### src/design/sdce_cfg.svh
// Constants for the search data command engine: offsets, fields, codes, layout
`ifndef SDCE_CFG_SVH
`define SDCE_CFG_SVH

// ----------------------------------------------------------------------
// Register byte addresses
// ----------------------------------------------------------------------
`define SDCE_REG_CTRL      12'h000
`define SDCE_REG_CDB_OP    12'h004
`define SDCE_REG_CDB_LBA   12'h008
`define SDCE_REG_CDB_NBLK  12'h00C
`define SDCE_REG_BLKLEN    12'h010
`define SDCE_REG_STATUS    12'h014
`define SDCE_REG_INFO      12'h018
`define SDCE_REG_CSI       12'h01C
`define SDCE_REG_NEXT_LBA  12'h020
`define SDCE_REG_NEXT_FLG  12'h024
`define SDCE_REG_EFF_LBA   12'h028
`define SDCE_REG_PARAM     12'h100

// ----------------------------------------------------------------------
// Field positions and block length reset value
// ----------------------------------------------------------------------
`define SDCE_CTRL_START    0
`define SDCE_CTRL_LINK     1
`define SDCE_OP_RELATIVE_ADDRESS_FLAG     8
`define SDCE_OP_SPANNED    9
`define SDCE_OP_INVERT     12
`define SDCE_BLKLEN_RESET  32'h0000_0200

// ----------------------------------------------------------------------
// Opcodes, status codes, sense keys, additional sense code
// ----------------------------------------------------------------------
`define SDCE_OPC_HIGH      8'h30
`define SDCE_OPC_EQUAL     8'h31
`define SDCE_OPC_LOW       8'h32
`define SDCE_ST_GOOD       8'h00
`define SDCE_ST_CHECK      8'h02
`define SDCE_ST_COND_MET   8'h04
`define SDCE_ST_INT_MET    8'h14
`define SDCE_SK_NO_SENSE   4'h0
`define SDCE_SK_ILLEGAL    4'h5
`define SDCE_SK_EQUAL      4'hC
`define SDCE_ASC_NONE      8'h00
`define SDCE_ASC_INV_PARAM 8'h26

// ----------------------------------------------------------------------
// Parameter list layout
// ----------------------------------------------------------------------
`define SDCE_HDR_RECLEN    0
`define SDCE_HDR_FIRSTOFF  4
`define SDCE_HDR_NUMREC    8
`define SDCE_HDR_ARGLEN    12
`define SDCE_HDR_BYTES     14
`define SDCE_DSC_PLEN      4
`define SDCE_DSC_PATTERN   6

`endif

### src/design/sdce_pkg.sv
// Types shared by the search data command engine
package sdce_pkg;

    // Engine sequencing states
    typedef enum logic [3:0] {
        SDCE_IDLE,
        SDCE_CHECK,
        SDCE_PLACE,
        SDCE_DLOAD,
        SDCE_ADDR,
        SDCE_NORM,
        SDCE_FETCH,
        SDCE_DEVAL,
        SDCE_NEXTREC
    } sdce_state_t;

    // Completion status and sense summary
    typedef struct packed {
        logic [7:0] status;
        logic [3:0] senseKey;
        logic       valid;
        logic [7:0] asc;
    } sdce_result_t;

    // Media byte request
    typedef struct packed {
        logic [31:0] lba;
        logic [31:0] offset;
    } sdce_media_req_t;

endpackage

### src/design/sdce_search_engine.sv
// Search data command engine with APB registers and a byte media port
//
// The APB register port and the register offsets were decided locally.
`timescale 1ns/1ps
`include "sdce_cfg.svh"

module sdce_search_engine #(
    parameter int PARAM_BYTES = 64                    // Parameter list buffer size
) (
    input  wire logic                      clock,     // 40 MHz clock
    input  wire logic                      reset_n,   // Synchronous reset, active low
    input  wire logic                      psel,      // APB select
    input  wire logic                      penable,   // APB access phase
    input  wire logic                      pwrite,    // APB write
    input  wire logic [11:0]               paddr,     // APB byte address
    input  wire logic [31:0]               pwdata,    // APB write data
    output logic      [31:0]               prdata,    // APB read data
    output logic                           pready,    // APB ready
    output logic                           pslverr,   // APB error on unmapped address
    output logic                           mediaReq,  // Byte fetch request
    output sdce_pkg::sdce_media_req_t      mediaAddr, // Byte fetch address
    input  wire logic                      mediaAck,  // Byte fetch answered
    input  wire logic [7:0]                mediaData  // Fetched byte
);
    localparam int PW = $clog2(PARAM_BYTES);

    sdce_pkg::sdce_state_t  state_q;
    sdce_pkg::sdce_result_t result_q;
    logic [7:0]   paramMem [PARAM_BYTES];
    logic         link_q;
    logic [15:0]  cdbOp_q;
    logic [31:0]  cdbLba_q;
    logic [15:0]  cdbNblk_q;
    logic [31:0]  blkLen_q;
    logic [31:0]  nextLba_q;
    logic         nextRel_q;
    logic [31:0]  effLba_q;
    logic [31:0]  info_q;
    logic [31:0]  csi_q;
    logic         busy_q;
    logic         done_q;
    logic [31:0]  recLen_q;
    logic [31:0]  numRec_q;
    logic [15:0]  argLen_q;
    logic [15:0]  recBlk_q;
    logic [31:0]  recOff_q;
    logic [31:0]  recLeft_q;
    logic [15:0]  descPtr_q;
    logic [31:0]  disp_q;
    logic [15:0]  plen_q;
    logic [15:0]  byteIdx_q;
    logic [15:0]  fetchBlk_q;
    logic [31:0]  fetchOff_q;
    logic         eqSoFar_q;
    logic         greater_q;
    logic         less_q;

    logic         apbWr;
    logic         mapped;
    logic         startCmd;
    logic         paramHit;
    logic [PW-1:0] paramIdx;
    logic [PW-1:0] descBase;
    logic [7:0]   patByte;
    logic         descPass;
    logic         spanned;
    logic         invert;
    logic [7:0]   opcode;

    // Read a big-endian field out of the parameter buffer
    function automatic logic [31:0] get32(input logic [PW-1:0] idx);
        get32 = {paramMem[idx], paramMem[PW'(idx + PW'(1))],
                 paramMem[PW'(idx + PW'(2))], paramMem[PW'(idx + PW'(3))]};
    endfunction

    function automatic logic [15:0] get16(input logic [PW-1:0] idx);
        get16 = {paramMem[idx], paramMem[PW'(idx + PW'(1))]};
    endfunction

    // ------------------------------------------------------------------
    // APB decode
    // ------------------------------------------------------------------
    assign pready   = 1'b1;
    assign apbWr    = psel && penable && pwrite;
    assign paramHit = (paddr >= `SDCE_REG_PARAM) &&
                      (paddr < 12'(`SDCE_REG_PARAM + 4 * PARAM_BYTES));
    assign paramIdx = PW'((paddr - `SDCE_REG_PARAM) >> 2);
    assign startCmd = apbWr && (paddr == `SDCE_REG_CTRL) &&
                      pwdata[`SDCE_CTRL_START] && !busy_q;
    assign opcode   = cdbOp_q[7:0];
    assign spanned  = cdbOp_q[`SDCE_OP_SPANNED];
    assign invert   = cdbOp_q[`SDCE_OP_INVERT];

    // Address map check
    always_comb
    begin
        unique case (paddr)
            `SDCE_REG_CTRL, `SDCE_REG_CDB_OP, `SDCE_REG_CDB_LBA, `SDCE_REG_CDB_NBLK,
            `SDCE_REG_BLKLEN, `SDCE_REG_STATUS, `SDCE_REG_INFO, `SDCE_REG_CSI,
            `SDCE_REG_NEXT_LBA, `SDCE_REG_NEXT_FLG, `SDCE_REG_EFF_LBA: mapped = 1'b1;
            default: mapped = paramHit && (paddr[1:0] == 2'b00);
        endcase
    end

    assign pslverr = psel && penable && !mapped;

    // Read data multiplexer
    always_comb
    begin
        prdata = 32'h0000_0000;
        if (psel && !pwrite && mapped)
        begin
            unique case (paddr)
                `SDCE_REG_CTRL:     prdata = {30'h0, link_q, 1'b0};
                `SDCE_REG_CDB_OP:   prdata = {16'h0, cdbOp_q};
                `SDCE_REG_CDB_LBA:  prdata = cdbLba_q;
                `SDCE_REG_CDB_NBLK: prdata = {16'h0, cdbNblk_q};
                `SDCE_REG_BLKLEN:   prdata = blkLen_q;
                `SDCE_REG_STATUS:   prdata = {result_q.asc, 3'h0, result_q.valid,
                                              result_q.senseKey, result_q.status,
                                              6'h0, done_q, busy_q};
                `SDCE_REG_INFO:     prdata = info_q;
                `SDCE_REG_CSI:      prdata = csi_q;
                `SDCE_REG_NEXT_LBA: prdata = nextLba_q;
                `SDCE_REG_NEXT_FLG: prdata = {31'h0, nextRel_q};
                `SDCE_REG_EFF_LBA:  prdata = effLba_q;
                default:            prdata = {24'h0, paramMem[paramIdx]};
            endcase
        end
    end

    // Software-written command and configuration registers
    always_ff @(posedge clock)
    begin
        if (!reset_n)
        begin
            link_q    <= 1'b0;
            cdbOp_q   <= 16'h0000;
            cdbLba_q  <= 32'h0000_0000;
            cdbNblk_q <= 16'h0000;
            blkLen_q  <= `SDCE_BLKLEN_RESET;
            nextLba_q <= 32'h0000_0000;
            nextRel_q <= 1'b0;
        end
        else if (apbWr && !busy_q)
        begin
            unique case (paddr)
                `SDCE_REG_CTRL:     link_q    <= pwdata[`SDCE_CTRL_LINK];
                `SDCE_REG_CDB_OP:   cdbOp_q   <= pwdata[15:0];
                `SDCE_REG_CDB_LBA:  cdbLba_q  <= pwdata;
                `SDCE_REG_CDB_NBLK: cdbNblk_q <= pwdata[15:0];
                `SDCE_REG_BLKLEN:   blkLen_q  <= pwdata;
                `SDCE_REG_NEXT_LBA: nextLba_q <= pwdata;
                `SDCE_REG_NEXT_FLG: nextRel_q <= pwdata[0];
                default:            ;
            endcase
        end
    end

    // Parameter list buffer, one byte per word, loaded while idle
    always_ff @(posedge clock)
    begin
        if (apbWr && paramHit && mapped && !busy_q)
            paramMem[paramIdx] <= pwdata[7:0];
    end

    // Next command address, relative to the match block when flagged
    always_ff @(posedge clock)
    begin
        if (!reset_n)
            effLba_q <= 32'h0000_0000;
        else
            effLba_q <= nextRel_q ? 32'(info_q + nextLba_q) : nextLba_q;
    end

    // ------------------------------------------------------------------
    // Descriptor evaluation
    // ------------------------------------------------------------------
    assign descBase = PW'(`SDCE_HDR_BYTES + descPtr_q);
    assign patByte  = paramMem[PW'(descBase + PW'(`SDCE_DSC_PATTERN) + PW'(byteIdx_q))];

    // Pass test per opcode and invert flag
    always_comb
    begin
        unique case (opcode)
            `SDCE_OPC_EQUAL: descPass = invert ? !eqSoFar_q : eqSoFar_q;
            `SDCE_OPC_HIGH:  descPass = invert ? !greater_q : greater_q;
            `SDCE_OPC_LOW:   descPass = invert ? !less_q : less_q;
            default:         descPass = 1'b0;
        endcase
    end

    assign mediaReq = (state_q == sdce_pkg::SDCE_FETCH);

    // Media address comes from the fetch cursor registers
    always_comb
    begin
        mediaAddr.lba    = 32'(cdbLba_q + {16'h0, fetchBlk_q});
        mediaAddr.offset = fetchOff_q;
    end

    // ------------------------------------------------------------------
    // Search sequencer
    // ------------------------------------------------------------------
    always_ff @(posedge clock)
    begin
        if (!reset_n)
        begin
            state_q    <= sdce_pkg::SDCE_IDLE;
            busy_q     <= 1'b0;
            done_q     <= 1'b0;
            result_q   <= '0;
            info_q     <= 32'h0000_0000;
            csi_q      <= 32'h0000_0000;
            recLen_q   <= 32'h0000_0000;
            numRec_q   <= 32'h0000_0000;
            argLen_q   <= 16'h0000;
            recBlk_q   <= 16'h0000;
            recOff_q   <= 32'h0000_0000;
            recLeft_q  <= 32'h0000_0000;
            descPtr_q  <= 16'h0000;
            disp_q     <= 32'h0000_0000;
            plen_q     <= 16'h0000;
            byteIdx_q  <= 16'h0000;
            fetchBlk_q <= 16'h0000;
            fetchOff_q <= 32'h0000_0000;
            eqSoFar_q  <= 1'b1;
            greater_q  <= 1'b0;
            less_q     <= 1'b0;
        end
        else
        begin
            unique case (state_q)
                sdce_pkg::SDCE_IDLE:
                begin
                    if (startCmd)
                    begin
                        busy_q    <= 1'b1;
                        done_q    <= 1'b0;
                        recLen_q  <= get32(PW'(`SDCE_HDR_RECLEN));
                        recOff_q  <= get32(PW'(`SDCE_HDR_FIRSTOFF));
                        numRec_q  <= get32(PW'(`SDCE_HDR_NUMREC));
                        argLen_q  <= get16(PW'(`SDCE_HDR_ARGLEN));
                        recBlk_q  <= 16'h0000;
                        state_q   <= sdce_pkg::SDCE_CHECK;
                    end
                end
                sdce_pkg::SDCE_CHECK:
                begin
                    recLeft_q <= numRec_q;
                    if (recOff_q > blkLen_q)
                    begin
                        result_q <= '{`SDCE_ST_CHECK, `SDCE_SK_ILLEGAL, 1'b0,
                                      `SDCE_ASC_INV_PARAM};
                        busy_q   <= 1'b0;
                        done_q   <= 1'b1;
                        state_q  <= sdce_pkg::SDCE_IDLE;
                    end
                    else if (cdbNblk_q == 16'h0000 || numRec_q == 32'h0000_0000)
                    begin
                        // Nothing to search is a plain miss, not an error
                        result_q <= '{link_q ? `SDCE_ST_CHECK : `SDCE_ST_GOOD,
                                      `SDCE_SK_NO_SENSE, 1'b0, `SDCE_ASC_NONE};
                        busy_q   <= 1'b0;
                        done_q   <= 1'b1;
                        state_q  <= sdce_pkg::SDCE_IDLE;
                    end
                    else
                        state_q  <= sdce_pkg::SDCE_PLACE;
                end
                sdce_pkg::SDCE_PLACE:
                begin
                    if (recBlk_q >= cdbNblk_q)
                    begin
                        // Block count used up
                        result_q <= '{link_q ? `SDCE_ST_CHECK : `SDCE_ST_GOOD,
                                      `SDCE_SK_NO_SENSE, 1'b0, `SDCE_ASC_NONE};
                        busy_q   <= 1'b0;
                        done_q   <= 1'b1;
                        state_q  <= sdce_pkg::SDCE_IDLE;
                    end
                    else if (spanned && recOff_q >= blkLen_q)
                    begin
                        recOff_q <= 32'(recOff_q - blkLen_q);
                        recBlk_q <= 16'(recBlk_q + 16'h0001);
                    end
                    else if (!spanned && 33'(recOff_q + recLen_q) > 33'(blkLen_q))
                    begin
                        recOff_q <= 32'h0000_0000;
                        recBlk_q <= 16'(recBlk_q + 16'h0001);
                    end
                    else
                    begin
                        descPtr_q <= 16'h0000;
                        state_q   <= sdce_pkg::SDCE_DLOAD;
                    end
                end
                sdce_pkg::SDCE_DLOAD:
                begin
                    if (descPtr_q >= argLen_q)
                    begin
                        // Every descriptor held inside this record
                        result_q <= '{link_q ? `SDCE_ST_INT_MET : `SDCE_ST_COND_MET,
                                      (opcode == `SDCE_OPC_EQUAL && !invert) ?
                                      `SDCE_SK_EQUAL : `SDCE_SK_NO_SENSE,
                                      1'b1, `SDCE_ASC_NONE};
                        info_q   <= 32'(cdbLba_q + {16'h0, recBlk_q});
                        csi_q    <= recOff_q;
                        busy_q   <= 1'b0;
                        done_q   <= 1'b1;
                        state_q  <= sdce_pkg::SDCE_IDLE;
                    end
                    else
                    begin
                        disp_q    <= get32(descBase);
                        plen_q    <= get16(PW'(descBase + PW'(`SDCE_DSC_PLEN)));
                        byteIdx_q <= 16'h0000;
                        eqSoFar_q <= 1'b1;
                        greater_q <= 1'b0;
                        less_q    <= 1'b0;
                        state_q   <= sdce_pkg::SDCE_ADDR;
                    end
                end
                sdce_pkg::SDCE_ADDR:
                begin
                    fetchBlk_q <= recBlk_q;
                    fetchOff_q <= 32'(recOff_q + disp_q + {16'h0, byteIdx_q});
                    if (byteIdx_q >= plen_q)
                        state_q <= sdce_pkg::SDCE_DEVAL;
                    else
                        state_q <= sdce_pkg::SDCE_NORM;
                end
                sdce_pkg::SDCE_NORM:
                begin
                    if (spanned && fetchOff_q >= blkLen_q)
                    begin
                        fetchOff_q <= 32'(fetchOff_q - blkLen_q);
                        fetchBlk_q <= 16'(fetchBlk_q + 16'h0001);
                    end
                    else if (fetchBlk_q >= cdbNblk_q)
                    begin
                        // Record runs past the last block to search
                        result_q <= '{link_q ? `SDCE_ST_CHECK : `SDCE_ST_GOOD,
                                      `SDCE_SK_NO_SENSE, 1'b0, `SDCE_ASC_NONE};
                        busy_q   <= 1'b0;
                        done_q   <= 1'b1;
                        state_q  <= sdce_pkg::SDCE_IDLE;
                    end
                    else
                        state_q <= sdce_pkg::SDCE_FETCH;
                end
                sdce_pkg::SDCE_FETCH:
                begin
                    if (mediaAck)
                    begin
                        // First differing byte decides the magnitude
                        if (eqSoFar_q && mediaData != patByte)
                        begin
                            eqSoFar_q <= 1'b0;
                            greater_q <= mediaData > patByte;
                            less_q    <= mediaData < patByte;
                        end
                        byteIdx_q <= 16'(byteIdx_q + 16'h0001);
                        state_q   <= sdce_pkg::SDCE_ADDR;
                    end
                end
                sdce_pkg::SDCE_DEVAL:
                begin
                    if (descPass)
                    begin
                        descPtr_q <= 16'(descPtr_q + 16'(`SDCE_DSC_PATTERN) + plen_q);
                        state_q   <= sdce_pkg::SDCE_DLOAD;
                    end
                    else
                        state_q   <= sdce_pkg::SDCE_NEXTREC;
                end
                sdce_pkg::SDCE_NEXTREC:
                begin
                    recLeft_q <= 32'(recLeft_q - 32'h0000_0001);
                    if (recLeft_q == 32'h0000_0001)
                    begin
                        // Record count used up
                        result_q <= '{link_q ? `SDCE_ST_CHECK : `SDCE_ST_GOOD,
                                      `SDCE_SK_NO_SENSE, 1'b0, `SDCE_ASC_NONE};
                        busy_q   <= 1'b0;
                        done_q   <= 1'b1;
                        state_q  <= sdce_pkg::SDCE_IDLE;
                    end
                    else
                    begin
                        recOff_q <= 32'(recOff_q + recLen_q);
                        state_q  <= sdce_pkg::SDCE_PLACE;
                    end
                end
            endcase
        end
    end

endmodule

### config.mk
export PLATFORM = sky130hd
export DESIGN_NAME = sdce_search_engine
export DESIGN_NICKNAME = d
export VERILOG_FILES = /design/src/design/sdce_pkg.sv /design/src/design/sdce_search_engine.sv
export VERILOG_INCLUDE_DIRS = /design/src /design/src/design
export SDC_FILE = /design/constraint.sdc
export NUM_CORES = 2
export LEC_CHECK = 0
export BUFFER_PORTS_ARGS = -buffer_cell sky130_fd_sc_hd__buf_2
export CAP_MARGIN = 30
export CORE_ASPECT_RATIO = 1.75
export CORE_MARGIN = 2
export CORE_UTILIZATION = 60
export CTS_CLUSTER_SIZE = 14
export DETAILED_ROUTE_END_ITERATION = 7
export PLACE_DENSITY = 0.78
export SYNTH_ARGS = -nofsm -noshare
export SYNTH_HDL_FRONTEND = slang
export SYNTH_SLANG_ARGS = --single-unit
### constraint.sdc
create_clock -name clock -period 15.4 [get_ports clock]
set_input_delay 0 -clock clock [delete_from_list [all_inputs] [get_ports clock]]
set_output_delay 0 -clock clock [all_outputs]
set_load 0.005 [all_outputs]
==> results.ini <==
[timing]
hold_viol_final = 15
max_freq_mhz = 138
fin_crit_ns = 7.25
timing.final.crit_share = 0.471
finalSetupViolations = 0
slew_violations = 0
whs_ns = -0.0260
setup_tns_ns = 0
slew_headroom = 0.0109
clock_skew_ns = 0.0418
tightest_slew_ns = 1.48
rsz0062_at_grt = no

[critical_path]
arrival_ns = 7.97
cp_cell_sequence = ha_4 > buf_4 > buf_4 > mux4_2 > mux4_2 > mux2i_1 > o21ai_1 > ha_1 > nor2b_1 > o21a_1 > o21a_1 > o21a_1 > o21a_1 > o21ai_0 > nand2b_1 > a211oi_1 > dlygate4sd3_1 > a21oi_1 > o22ai_1
worstSetupEndpointType = flop
cpMaxStageDelayCell = o21ai_1
crit_top_cell = o21a_1
slowest_delay_ns = 0.85
start_kind = flop
crit_type = flop to flop
crit_fanout = 51
cp.required_ns = 16.12

[floorplanning]
start_util = 0.605
rows = 174
dieWidth_um = 276
die-area_um2 = 132000
die_h_um = 480
core_area_um2 = 128000
num_io_pins = 157

[global_routing]
grt_max_degree = 182
gr-total-overflow = 0
grtUsageTotal = 0.520
antenna_found_initial = 30
grt_pass1_wl_mm = 485
first_global_vias = 67000

[synth]
netlist.area_leader.share = 0.285
synth-seq-cells = 1041
synth_edf_count = 512
ys_top_cells_by_count = 981 x mux4_2, 754 x nand2_1, 608 x a21oi_1
ys_top_cells_by_area = mux4_2 28%, edfxtp_1 20%, dfxtp_1 14%
ys_warn_count = 0
synth_seq_area_share = 0.334
synth_area_um2 = 77700
yosys.area.top_type = mux4_2
yosysMostFrequentCell = mux4_2
synth_cell_type_count = 85
ys.flop_type = dfxtp_1
synthCells = 6899
ys_async_sr_fraction = 0
synth_nets = 7340
synth.avg_cell_area_um2 = 11.3

[cells_and_area]
final_area_um2 = 84800
drive_above_1_share = 0.234
fin_nets = 7327
area_delta_synth_final_pct = 9.17
fin_cells = 8667

[placement]
gp_congestion = 1.13
dp_cells = 8403
hpwl_mm = 239
postPlaceCellArea_um2 = 80600
io_buffer_count = 155

[status]
status = finished, violations left
violations = DRC, hold timing

[clock_network]
cts_tree = done
cts_buffers = 100
root_buffer = clkbuf_16
cts_max_level = 3
post_cts.repair.setup_buffers = 0
clk_path_buf_depth = 3
cts_sinks = 1041
clk_pin_slew_worst_paths_ns = 0.07
clock_latency_ns = 0.81

[min_path]
hold_class = input port to flop

[routing]
drt_pass1_iterations = 8
drc = 190
wirelength_mm = 339
wl_per_cell_um = 39.1
drt_iter0_drc = 12600
vias = 69700
antenna_left = 0
viasPerCell = 8.04

[run]
drv_cap = 0

[power_and_ir_drop]
power_leakage_nw = 29.3
ir_worst_vdd_mv = 0.101
powerDensity_nw_per_um2 = 68.9

[layout by cell type, fill, tap and decap left out, types with 79 or more instances in the layout]
cell	n
nor3_1	83
nand3_1	93
nor2_1	408
xor2_1	79
buf_4	178
xnor2_1	130
o21ai_0	219
clkbuf_16	107
dfxtp_1	526
buf_2	150
inv_1	174
ha_1	354
nand2_1	752
a211oi_1	191
a21oi_1	607
nor2b_1	124
a21o_1	98
mux4_2	981
edfxtp_1	512
mux2i_1	115
[path summary, 6_finish.rpt]
path / start / slack, ns / cells past startpoint / endpoint
setup reg to reg: descPtr_q[0] / 8.15 / 19 / less_q
setup / recovery: descPtr_q[0] / 8.15 / 19 / less_q
hold reg to reg: argLen_q[14] / 0.46 / 2 / argLen_q[14]
hold / removal: pwdata[3] / -0.03 / 2 / paramMem[18][3]
[timing repair]
action                                  4_1_cts  5_1_grt
hold endpoints to repair                    387        0
endpoints found under the setup margin        0        0
resized for setup                             0        0
hold buffers                                 41        0
[metrics by stage]
step	hold WS, ns	utilization	power, mW	setup slack (ns)
after floorplan	0.0989	-	3.06	7.99
after global placement	0.275	0.625	3.14	8.77
after detailed placement	0.279	0.628	3.14	8.68
after CTS	0.000334	0.658	5.80	8.41
after global routing	0.000544	0.660	5.93	7.89
final	-0.0260	0.660	5.84	8.15
[area by class of cell]
type                       instances  area, µm²
fill                            9694      43700
multi-input combinational       5164      49400
clock buffer                     144       2970
clock inverter                    40        539
tap                             1672       2090
inverter                         177        672
sequential                      1041      26000
timing repair buffer             402       3040
antenna                           27       67.6
[critical path, delay by kind of cell (launching register included)]
| family | cells | cell delay, ns |
|---|---|---|
| AO/OA/AOI/OAI | 9 | 2.13 |
| adder cells (fa/ha/maj) | 2 | 1.13 |
| buffers and inverters | 3 | 2.03 |
| flip-flops | 1 | 0.83 |
| multiplexers | 3 | 0.75 |
| AND/OR/NAND/NOR | 2 | 0.15 |
[power breakdown]
part,internal (mW),switching (mW)
combinational,0.0634,0.143
sequential,2.90,0.0000990
clock,1.53,1.21
total,4.49,1.35
[flip-flops by register name (all words and copies together) (netlist names), 32 cells and up]
register    flops
blkLen_q       32
recLen_q       32
info_q         32
numRec_q       32
recLeft_q      32
cdbLba_q       32
recOff_q       32
fetchOff_q     32
paramMem      512
effLba_q       32
disp_q         32
csi_q          32
nextLba_q      32
[kinds of logic (layout without fill, tap and decap cells)]
family                     after synthesis  after routing  synth area share
AOI/OAI and AO/OA                     1648           1648             0.136
and+or+nand+nor                       1796           1796             0.105
muxes                                 1109           1109             0.301
adders and majority gates              383            383            0.0641
xor gates and xnor gates               227            227            0.0256
DFF                                   1041           1041             0.334
buffers and inverters                  694            763            0.0344
other                                    1             28         0.0000483
[routing by layer]
| layer | GRT usage | share of wire |
|---|---|---|
| met2 | 0.783 | 0.44 |
| met1 | 0.491 | 0.26 |
| met4 | 0.581 | 0.15 |
| met3 | 0.234 | 0.14 |
| met5 | 0.0285 | 0.00096 |
Note: power is estimated with default switching activity, not from simulation.
